--- src/design/ratu_map.svh ---
// Offsets, field positions and fixed figures of the address translation unit
`ifndef RATU_MAP_SVH
`define RATU_MAP_SVH
`define VA_W 32
`define ASID_W 8
`define UTLB_ENTRIES 4
`define PG_SH_4K 12
`define PG_SH_1K 10
`define ODD_TOP 28
`define SEG_HI 31
`define SEG_LO 29
`define SEG_CACHED 3'h4
`define SEG_UNCACHED 3'h5
`define KSEG_PA_MASK 32'h1fff_ffff
`endif

--- src/design/ratu_pkg.sv ---
// Types shared by the address translation unit files
package ratu_pkg;
  typedef enum logic [3:0] {
    ST_IDLE  = 4'h1,
    ST_JOINT = 4'h2,
    ST_FILL  = 4'h4,
    ST_FAULT = 4'h8
  } walk_state_t;

  typedef struct packed {
    logic v;
    logic d;
    logic ri;
    logic xi;
  } page_attr_t;
endpackage

--- src/design/joint_translation_buffer_data_if.sv ---
// Carrier between the lookup logic and the paired page data store
`timescale 1ns/1ps
interface joint_translation_buffer_data_if #(
  parameter int IDX_W = 4,
  parameter int W = 48
);
  logic we;
  logic [IDX_W-1:0] widx;
  logic [W-1:0] wdata;
  logic [IDX_W-1:0] ridx;
  logic [W-1:0] rdata;
  modport ctrl (output we, output widx, output wdata, output ridx,
                input rdata);
  modport mem (input we, input widx, input wdata, input ridx,
               output rdata);
endinterface

--- src/design/joint_translation_buffer_pair_mem.sv ---
// Even/odd page data store of the joint buffer, registered read
`timescale 1ns/1ps
module joint_translation_buffer_pair_mem #(
  parameter int DEPTH = 16,
  parameter int IDX_W = 4,
  parameter int W = 48
)(
  input wire logic i_core_clk,
  joint_translation_buffer_data_if.mem mem_port
);
  logic [W-1:0] store_r [DEPTH];
  logic [W-1:0] rdata_r;

  if (DEPTH > (1 << IDX_W)) begin : g_bad_depth
    $error("joint_translation_buffer_pair_mem: index too narrow for depth");
  end

  // No reset on the array: entries count only once their tag is valid
  always_ff @(posedge i_core_clk) begin
    if (mem_port.we) begin
      store_r[mem_port.widx] <= mem_port.wdata;
    end
    rdata_r <= store_r[mem_port.ridx];
  end

  assign mem_port.rdata = rdata_r;
endmodule

--- src/design/root_address_translation_unit.sv ---
// Root context address translation and protection unit
//
// Contract
// - Buffer build: own joint buffer of 16 or 32 pairs, separate fetch and data micros.
// - Buffer-build pages block read, execute and write violations.
// - Protection build: 8/16/32 pairs, fixed map of kernel segments.
// - Protection build blocks read, execute and write violations.
// - Fetch: micro buffer, then joint buffer, else refill fault.
// - Data: micro buffer, then joint buffer, else refill fault.
// - Joint compare of upper address bits and id against all tags.
// - Sixteen pairs map 32 pages of up to 256 MB in a 4 GB space.
// - The minimum page is 4 KB, or 1 KB as a build option.
// - A tag owns even and odd halves, picked by the top uncompared bit.
// - Compare bits and half select follow the matched page size.
// - The instruction micro buffer holds only minimum-size pages.
// - Fetch micro miss: joint try next cycle, self refill, 2 cycles.
// - The data micro buffer holds only minimum-size pages.
// - Joint search beside the data micro buffer; 1-cycle penalty.
`timescale 1ns/1ps
`include "ratu_map.svh"
module root_address_translation_unit
  import ratu_pkg::*;
#(
  parameter int BUILD_TLB = 1,
  parameter int JOINT_ENTRIES = 16,
  parameter int MIN_PAGE_1K = 0,
  localparam int PG_SH = (MIN_PAGE_1K != 0) ? `PG_SH_1K : `PG_SH_4K,
  localparam int VPN2_W = `VA_W - PG_SH - 1,
  localparam int MASK_W = `ODD_TOP - PG_SH,
  localparam int PFN_W = `VA_W - PG_SH,
  localparam int IDX_W = $clog2(JOINT_ENTRIES),
  localparam int DW = PFN_W + 4
)(
  input wire logic i_core_clk,
  input wire logic i_rstn,
  input wire logic [`ASID_W-1:0] i_asid,
  input wire logic i_wr_en,
  input wire logic [IDX_W-1:0] i_wr_index,
  input wire logic [VPN2_W-1:0] i_wr_vpn2,
  input wire logic [MASK_W-1:0] i_wr_mask,
  input wire logic [`ASID_W-1:0] i_wr_asid,
  input wire logic i_wr_global,
  input wire logic [PFN_W-1:0] i_wr_even_pfn,
  input wire logic [3:0] i_wr_even_attr,
  input wire logic [PFN_W-1:0] i_wr_odd_pfn,
  input wire logic [3:0] i_wr_odd_attr,
  input wire logic i_if_req,
  input wire logic [`VA_W-1:0] i_if_va,
  input wire logic i_ls_req,
  input wire logic i_ls_store,
  input wire logic [`VA_W-1:0] i_ls_va,
  input wire logic i_exc_taken,
  output logic o_if_valid,
  output logic [`VA_W-1:0] o_if_pa,
  output logic o_if_blocked,
  output logic o_if_refill,
  output logic [`VA_W-1:0] o_if_fault_va,
  output logic o_ls_valid,
  output logic [`VA_W-1:0] o_ls_pa,
  output logic o_ls_blocked,
  output logic o_ls_refill,
  output logic [`VA_W-1:0] o_ls_fault_va
);
  localparam int UE = `UTLB_ENTRIES;

  if (!(JOINT_ENTRIES == 16 || JOINT_ENTRIES == 32 ||
        (BUILD_TLB == 0 && JOINT_ENTRIES == 8))) begin : g_bad_size
    $error("root_address_translation_unit: unsupported entry count");
  end

  ////////////////////////////////////////////////////////////////////////////
  // Joint buffer tags
  logic [JOINT_ENTRIES-1:0] tag_vld_r;
  logic [JOINT_ENTRIES-1:0] tag_g_r;
  logic [VPN2_W-1:0] tag_vpn2_r [JOINT_ENTRIES];
  logic [MASK_W-1:0] tag_mask_r [JOINT_ENTRIES];
  logic [`ASID_W-1:0] tag_asid_r [JOINT_ENTRIES];

  always_ff @(posedge i_core_clk or negedge i_rstn) begin
    if (!i_rstn) begin
      tag_vld_r <= '0;
      tag_g_r <= '0;
      for (int e = 0; e < JOINT_ENTRIES; e++) begin
        tag_vpn2_r[e] <= '0;
        tag_mask_r[e] <= '0;
        tag_asid_r[e] <= '0;
      end
    end else if (i_wr_en) begin
      tag_vld_r[i_wr_index] <= 1'b1;
      tag_g_r[i_wr_index] <= i_wr_global;
      tag_vpn2_r[i_wr_index] <= i_wr_vpn2;
      tag_mask_r[i_wr_index] <= i_wr_mask;
      tag_asid_r[i_wr_index] <= i_wr_asid;
    end
  end

  ////////////////////////////////////////////////////////////////////////////
  // Shared joint lookup port, data side wins a clash
  walk_state_t st_r [2];
  logic [`VA_W-1:0] va_r [2];
  logic [1:0] store_r;
  logic [1:0] u_hit;
  logic [1:0] kseg;
  logic [1:0] req;
  logic [`VA_W-1:0] va_in [2];
  logic [JOINT_ENTRIES-1:0] j_hit;
  logic [IDX_W-1:0] j_idx;
  logic [MASK_W-1:0] j_mask;
  logic j_g;

  assign req = {i_ls_req, i_if_req};
  assign va_in[0] = i_if_va;
  assign va_in[1] = i_ls_va;

  wire d_look = st_r[1] == ST_IDLE && req[1] && !kseg[1] && !u_hit[1];
  wire i_look = st_r[0] == ST_JOINT && !d_look;
  wire [`VA_W-1:0] j_va = d_look ? i_ls_va : va_r[0];
  wire [PFN_W-1:0] j_vmin = j_va[`VA_W-1:PG_SH];
  wire j_any = |j_hit;

  for (genvar e = 0; e < JOINT_ENTRIES; e++) begin : g_cmp
    wire [VPN2_W-1:0] care =
      ~{{(VPN2_W - MASK_W){1'b0}}, tag_mask_r[e]};
    wire vpn_eq = ((j_va[`VA_W-1:PG_SH+1] ^ tag_vpn2_r[e]) & care) == '0;
    assign j_hit[e] = tag_vld_r[e] && vpn_eq &&
      (tag_g_r[e] || tag_asid_r[e] == i_asid);
  end

  always_comb begin
    j_idx = '0;
    j_mask = '0;
    j_g = 1'b0;
    for (int e = 0; e < JOINT_ENTRIES; e++) begin
      if (j_hit[e]) begin
        j_idx = IDX_W'(e);
        j_mask = tag_mask_r[e];
        j_g = tag_g_r[e];
      end
    end
  end

  // The top uncompared page-number bit picks the half of the pair
  wire [MASK_W:0] odd_oh = {j_mask, 1'b1} & ~{1'b0, j_mask};
  wire j_odd = |(j_vmin[MASK_W:0] & odd_oh);
  wire [PFN_W-1:0] j_off = {{(PFN_W - MASK_W){1'b0}}, j_mask};

  logic [PFN_W-1:0] ctx_vmin_r;
  logic [PFN_W-1:0] ctx_off_r;
  logic ctx_odd_r;
  logic ctx_g_r;

  always_ff @(posedge i_core_clk or negedge i_rstn) begin
    if (!i_rstn) begin
      ctx_vmin_r <= '0;
      ctx_off_r <= '0;
      ctx_odd_r <= 1'b0;
      ctx_g_r <= 1'b0;
    end else if (d_look || i_look) begin
      ctx_vmin_r <= j_vmin;
      ctx_off_r <= j_off;
      ctx_odd_r <= j_odd;
      ctx_g_r <= j_g;
    end
  end

  ////////////////////////////////////////////////////////////////////////////
  // Paired page data, read one cycle after the compare
  joint_translation_buffer_data_if #(.IDX_W(IDX_W), .W(2 * DW)) jd_if ();

  assign jd_if.we = i_wr_en;
  assign jd_if.widx = i_wr_index;
  assign jd_if.wdata = {i_wr_odd_pfn, i_wr_odd_attr,
                        i_wr_even_pfn, i_wr_even_attr};
  assign jd_if.ridx = j_idx;

  joint_translation_buffer_pair_mem #(.DEPTH(JOINT_ENTRIES), .IDX_W(IDX_W), .W(2 * DW)) u_mem (
    .i_core_clk(i_core_clk),
    .mem_port(jd_if)
  );

  wire [DW-1:0] rd_half = ctx_odd_r ? jd_if.rdata[2*DW-1:DW] :
                                      jd_if.rdata[DW-1:0];
  wire [PFN_W-1:0] rd_pfn = rd_half[DW-1:4];
  page_attr_t rd_attr;
  assign rd_attr = page_attr_t'(rd_half[3:0]);
  // Protection build keeps the identity map and only validates it
  wire [PFN_W-1:0] fill_pfn = (BUILD_TLB != 0) ?
    ((rd_pfn & ~ctx_off_r) | (ctx_vmin_r & ctx_off_r)) : ctx_vmin_r;

  ////////////////////////////////////////////////////////////////////////////
  // Per path: micro buffer, walk and result registers (0 fetch, 1 data)
  logic [1:0] out_valid_r;
  logic [1:0] out_blk_r;
  logic [1:0] out_refill_r;
  logic [`VA_W-1:0] out_pa_r [2];
  logic [`VA_W-1:0] out_fva_r [2];

  for (genvar p = 0; p < 2; p++) begin : g_path
    logic [UE-1:0] u_vld_r;
    logic [UE-1:0] u_g_r;
    logic [PFN_W-1:0] u_vmin_r [UE];
    logic [PFN_W-1:0] u_pfn_r [UE];
    logic [`ASID_W-1:0] u_asid_r [UE];
    page_attr_t u_attr_r [UE];
    logic [1:0] u_ptr_r;
    logic [UE-1:0] u_m;
    logic [PFN_W-1:0] u_pfn;
    page_attr_t u_attr;
    walk_state_t st_nxt;

    wire [PFN_W-1:0] vmin = va_in[p][`VA_W-1:PG_SH];
    wire [2:0] seg = va_in[p][`SEG_HI:`SEG_LO];
    wire st_in = (p == 1) ? i_ls_store : 1'b0;
    assign kseg[p] = seg == `SEG_CACHED || seg == `SEG_UNCACHED;

    for (genvar u = 0; u < UE; u++) begin : g_ent
      assign u_m[u] = u_vld_r[u] && u_vmin_r[u] == vmin &&
        (u_g_r[u] || u_asid_r[u] == i_asid);
    end
    assign u_hit[p] = |u_m;

    always_comb begin
      u_pfn = '0;
      u_attr = '0;
      for (int u = 0; u < UE; u++) begin
        if (u_m[u]) begin
          u_pfn = u_pfn_r[u];
          u_attr = u_attr_r[u];
        end
      end
    end

    // Fetch checks execute-inhibit, data checks read-inhibit or write
    wire hit_blk = (p == 0) ? u_attr.xi :
      (st_in ? !u_attr.d : u_attr.ri);
    wire fill_blk = (p == 0) ? rd_attr.xi :
      (store_r[p] ? !rd_attr.d : rd_attr.ri);
    wire fill_ok = st_r[p] == ST_FILL && rd_attr.v;

    always_comb begin
      st_nxt = st_r[p];
      case (st_r[p])
        ST_IDLE: begin
          if (req[p] && !kseg[p] && !u_hit[p]) begin
            if (p == 0) begin
              st_nxt = ST_JOINT;
            end else begin
              st_nxt = j_any ? ST_FILL : ST_FAULT;
            end
          end
        end
        ST_JOINT: begin
          if (i_look) begin
            st_nxt = j_any ? ST_FILL : ST_FAULT;
          end
        end
        ST_FILL: st_nxt = rd_attr.v ? ST_IDLE : ST_FAULT;
        ST_FAULT: begin
          if (i_exc_taken) begin
            st_nxt = ST_IDLE;
          end
        end
        default: st_nxt = ST_IDLE;
      endcase
    end

    always_ff @(posedge i_core_clk or negedge i_rstn) begin
      if (!i_rstn) begin
        u_vld_r <= '0;
        u_ptr_r <= '0;
        u_g_r <= '0;
        for (int u = 0; u < UE; u++) begin
          u_vmin_r[u] <= '0;
          u_pfn_r[u] <= '0;
          u_asid_r[u] <= '0;
          u_attr_r[u] <= '0;
        end
      end else if (i_wr_en) begin
        u_vld_r <= '0;
      end else if (fill_ok) begin
        u_vld_r[u_ptr_r] <= 1'b1;
        u_vmin_r[u_ptr_r] <= ctx_vmin_r;
        u_pfn_r[u_ptr_r] <= fill_pfn;
        u_asid_r[u_ptr_r] <= i_asid;
        u_g_r[u_ptr_r] <= ctx_g_r;
        u_attr_r[u_ptr_r] <= rd_attr;
        u_ptr_r <= u_ptr_r + 2'h1;
      end
    end

    always_ff @(posedge i_core_clk or negedge i_rstn) begin
      if (!i_rstn) begin
        st_r[p] <= ST_IDLE;
        va_r[p] <= '0;
        store_r[p] <= 1'b0;
        out_valid_r[p] <= 1'b0;
        out_blk_r[p] <= 1'b0;
        out_refill_r[p] <= 1'b0;
        out_pa_r[p] <= '0;
        out_fva_r[p] <= '0;
      end else begin
        st_r[p] <= st_nxt;
        out_refill_r[p] <= st_nxt == ST_FAULT;
        out_valid_r[p] <= 1'b0;
        if (st_nxt == ST_FAULT && st_r[p] != ST_FAULT) begin
          out_fva_r[p] <= (st_r[p] == ST_IDLE) ? va_in[p] : va_r[p];
        end
        if (st_r[p] == ST_IDLE && req[p]) begin
          va_r[p] <= va_in[p];
          store_r[p] <= st_in;
          if (kseg[p]) begin
            out_valid_r[p] <= 1'b1;
            out_blk_r[p] <= 1'b0;
            out_pa_r[p] <= va_in[p] & `KSEG_PA_MASK;
          end else if (u_hit[p]) begin
            out_valid_r[p] <= 1'b1;
            out_blk_r[p] <= hit_blk;
            out_pa_r[p] <= {u_pfn, va_in[p][PG_SH-1:0]};
          end
        end else if (fill_ok) begin
          out_valid_r[p] <= 1'b1;
          out_blk_r[p] <= fill_blk;
          out_pa_r[p] <= {fill_pfn, va_r[p][PG_SH-1:0]};
        end
      end
    end
  end

  assign o_if_valid = out_valid_r[0];
  assign o_if_pa = out_pa_r[0];
  assign o_if_blocked = out_blk_r[0];
  assign o_if_refill = out_refill_r[0];
  assign o_if_fault_va = out_fva_r[0];
  assign o_ls_valid = out_valid_r[1];
  assign o_ls_pa = out_pa_r[1];
  assign o_ls_blocked = out_blk_r[1];
  assign o_ls_refill = out_refill_r[1];
  assign o_ls_fault_va = out_fva_r[1];
endmodule

--- config.mk ---
export PLATFORM = sky130hd
export DESIGN_NAME = root_address_translation_unit
export DESIGN_NICKNAME = d
export VERILOG_FILES = /design/src/design/ratu_pkg.sv /design/src/design/joint_translation_buffer_data_if.sv /design/src/design/joint_translation_buffer_pair_mem.sv /design/src/design/root_address_translation_unit.sv
export VERILOG_INCLUDE_DIRS = /design/src /design/src/design
export SDC_FILE = /design/constraint.sdc
export NUM_CORES = 2
export LEC_CHECK = 0
export ABC_CLOCK_PERIOD_IN_PS = 6230
export CORE_MARGIN = 3
export CORE_UTILIZATION = 30
export CTS_CLUSTER_SIZE = 16
export DETAILED_ROUTE_END_ITERATION = 7
export DONT_BUFFER_PORTS = 1
export REMOVE_ABC_BUFFERS = 1
export SYNTH_ARGS = -nofsm -noshare
export SYNTH_HDL_FRONTEND = slang
export SYNTH_SLANG_ARGS = --single-unit
--- constraint.sdc ---
create_clock -name i_core_clk -period 6.23 [get_ports i_core_clk]
set_clock_uncertainty 0.1 [all_clocks]
set_input_delay 0.3115 -clock i_core_clk [delete_from_list [all_inputs] [get_ports i_core_clk]]
set_output_delay 0.3115 -clock i_core_clk [all_outputs]
set_load 0.02 [all_outputs]
==> reports/qor.csv <==
stage,metric,value,unit
run_status,status,"finished, violations left",
run_status,violations,DRC,
placed_design,placed_cell_area,109000,um2
clocking,htree_levels,4,
sta,setup-violations-final,0,
grt,gr-usage-met1,30.6,%
die,die_area,345000,um2
worst_setup_path,path_common_cell,buf_4,
power_and_ir_drop,finalPower,44.5,mW
worst_setup_path,critPathTopFamily,compound AO/OA/AOI/OAI gates,
worst_setup_path,worstPathCellList,"xor2_1, nor4_2, a21oi_2, nor4b_4, buf_4, or4_1, nor2_4, buf_4, mux2_2, a2111oi_4, o211ai_1, buf_12, and2_1, a221oi_2, nor3_1, buf_4, a2111oi_2, o32a_2, a21o_1, o311a_1, a41oi_1",
power_and_ir_drop,ir_drop,0.281,mV
worst_setup_path,required,6.88,ns
power_and_ir_drop,pwr_density_cell,370,nW/um2
grt,grt_antenna_before_repair,94,
sta,timing.final.ws_setup,0.0773,ns
sta,fmax,163,MHz
final_layout,final_cells,13500,
clocking,cts_tree,built,
drt,routedWlPerCell,31.8,um
logic_synthesis,ys_warn_count,0,
sta,period_share,98.8,%
drt,routed_wl,428000,um
sta,fin_crit,6.15,ns
sta,hold_viol_final,0,
die,die_h,587,um
logic_synthesis,ys_ff_latch,2197,
grt,grtUsageMet2,36.4,%
grt,met3_usage,6.94,%
sta,tightest_slew,1.42,ns
clocking,clk_pin_slew,0.07,ns
logic_synthesis,yosysUniqueCellTypes,99,
worst_setup_path,cp-start-kind,flip-flop,
grt,track_usage,24.1,%
logic_synthesis,synthArstFlopShare,62.9,%
sta,relSlewSlack,2.46,%
drt,drc_errors,2,
min_path,hp-class,primary input to async pin,
clocking,cts_buffers,233,
drt,drt_iter0_markers,9781,
placed_design,dpl.cell_count,12700,
worst_setup_path,ff2ff_path_depth,21,
drt,vias,75100,
worst_setup_path,critical_path_depth,21,
worst_setup_path,endpoint_kind,flip-flop,
clocking,clock_latency,0.96,ns
die,start_util,30.3,%
logic_synthesis,synth_top_area_share,34.1,%
logic_synthesis,ys_top_cells_by_area,"dfrtp_1 (34%), edfxtp_1 (23%), mux2_2 (8.5%)",
die,fp-row-count,212,
worst_setup_path,crit_type,flip-flop to flip-flop,
clocking,cts_buffer_depth,4,
sta,drv_slew,0,
drt,viasPerCell,5.58,
final_layout,drive_above_1_share,22.2,%
drt,ant_nets,0,
logic_synthesis,synth.avg_cell_area,12.1,um2
grt,busiest_layer,met2,
final_layout,area_growth,18.6,%
die,core,335000,um2
die,io_pins,309,
die,die_x,587,um
placed_design,portBuffers,0,
logic_synthesis,synth_edf_count,768,
sta,holdWs,0.0585,ns
grt,grt_max_degree,243,
grt,first_global_vias,73600,
worst_setup_path,path_buf_inv,4,
logic_synthesis,yosysMostFrequentCell,dfrtp_1,
flow_run,drv_cap,0,
grt,grt_overflow,0,
sta,rsz0062_at_grt,false,
drt,dr.pass1.iters,8,
logic_synthesis,postSynthCellCount,8378,
worst_setup_path,cp_slowest_stage_delay,0.62,ns
placed_design,gp_congestion,1.04,
power_and_ir_drop,p_leak,48.1,nW
final_layout,fin_area,120000,um2
logic_synthesis,ys.flop_type,dfrtp_1,
worst_setup_path,cp_slowest_cell,or4_1,
placed_design,dp_slack,-0.838,ns
grt,grt_pass1_wl,594000,um
logic_synthesis,ys_seq_area_share,57.8,%
final_layout,finalNetCount,8912,
logic_synthesis,synth_top_cell_by_area,dfrtp_1,
logic_synthesis,synth_area,101000,um2
clocking,root_buffer,clkbuf_16,
logic_synthesis,yosys-top-cells-count,"dfrtp_1 (1379), nand2_1 (1166), edfxtp_1 (768)",
worst_setup_path,critPathArrivalTime,6.80,ns
worst_setup_path,critPathMaxFanout,15,
clocking,cts.sinks,2197,
placed_design,dp_hpwl,270000,um
-- registers in the layout, indices dropped and copies added, names as in the netlist, 64 cells and up --
register,count
g_path.u_asid_r,64
va_r,64
u_mem.store_r,768
tag_asid_r,128
g_path.u_pfn_r,160
tag_vpn2_r,304
tag_mask_r,256
g_path.u_vmin_r,160
-- path summary, 6_finish.rpt --
| path | startpoint | to | slack [ns] |
|---|---|---|---|
| hold reg to reg | tag_vld_r[9] | tag_vld_r[9] | 0.36 |
| hold / removal | i_rstn | va_r[7] | 0.06 |
| max in group asynchronous | i_rstn | tag_vpn2_r[219] | 2.03 |
| min in group i_core_clk | i_ls_va[0] | va_r[0] | 0.06 |
| setup / recovery | g_path[1].u_asid_r[24] | ctx_odd_r | 0.08 |
| setup reg to reg | g_path[1].u_asid_r[24] | ctx_odd_r | 0.08 |
-- cell usage in the layout (no fill, tap or decap), types with 193 or more instances in the layout --
| cell type | Yosys | layout |
|---|---|---|
| edfxtp_1 | 768 | 768 |
| mux4_2 | 193 | 193 |
| dlygate4sd3_1 | 0 | 221 |
| xnor2_1 | 412 | 412 |
| dfrtp_1 | 1379 | 1376 |
| o21ai_0 | 421 | 420 |
| nand2_1 | 1166 | 1152 |
| xor2_1 | 262 | 262 |
| a21oi_1 | 239 | 234 |
| nor2_1 | 443 | 432 |
| clkbuf_16 | 0 | 235 |
| buf_4 | 36 | 416 |
| mux2_2 | 763 | 763 |
-- final cells by class --
type | instances | area, um2
clock buffers | 317 | 6540
well taps | 4494 | 5620
clock inverters | 108 | 1270
flip-flops and latches | 2197 | 58600
multi-input cells | 5397 | 39800
fillers | 32500 | 215000
repair buffers | 739 | 7500
diodes | 45 | 113
inverters | 161 | 617
-- per-layer routing --
layer / part of all wire, % / vias to the layer above
met1: 39 / 38500
met5: 0.081 / -
met3: 10 / 1330
li1: - / 30900
met2: 44 / 4410
met4: 6.9 / 45
-- through the flow --
step	TNS (ns)	util [%]
global route	0	35.9
floorplan	-2533.04	-
CTS	0	35.8
global placement	-1.71	32.5
detailed placement	-1.48	32.5
finish	0	35.9
-- logic make-up after synthesis --
family	count (synthesis)	synth area share (%)
compound gates	1354	8.62
flops	2197	57.8
xor+xnor	674	5.83
simple gates	2237	9.91
buf+inv	785	3.29
mux	1123	14.4
fa+ha+maj	8	0.0988
-- what timing repair did --
item / 4_1_cts / 5_1_grt
hold endpoints to repair: 2463 / 0
hold buffers: 258 / 0
setup buffers: 11 / 2
pin swaps: 9 / 6
cloned: 1 / 0
gates resized for setup: 18 / 22
setup endpoints to repair: 15 / 25
-- worst reg2reg max path: cells and delay by family (launching register included) --
family / cells / cell delay, ns
DFF: 1 / 0.39
buffers and inverters: 4 / 0.78
and+or+nand+nor: 6 / 1.62
muxes: 1 / 0.35
AOI/OAI and AO/OA: 9 / 2.55
xor gates and xnor gates: 1 / 0.22
-- power breakdown --
part           internal [mW]  leakage, nW  switching [mW]
registers               16.8         24.9            3.30
clock network           8.30         3.80            6.08
logic                   3.89         19.4            6.10
Power figures use the tool's default switching activity.
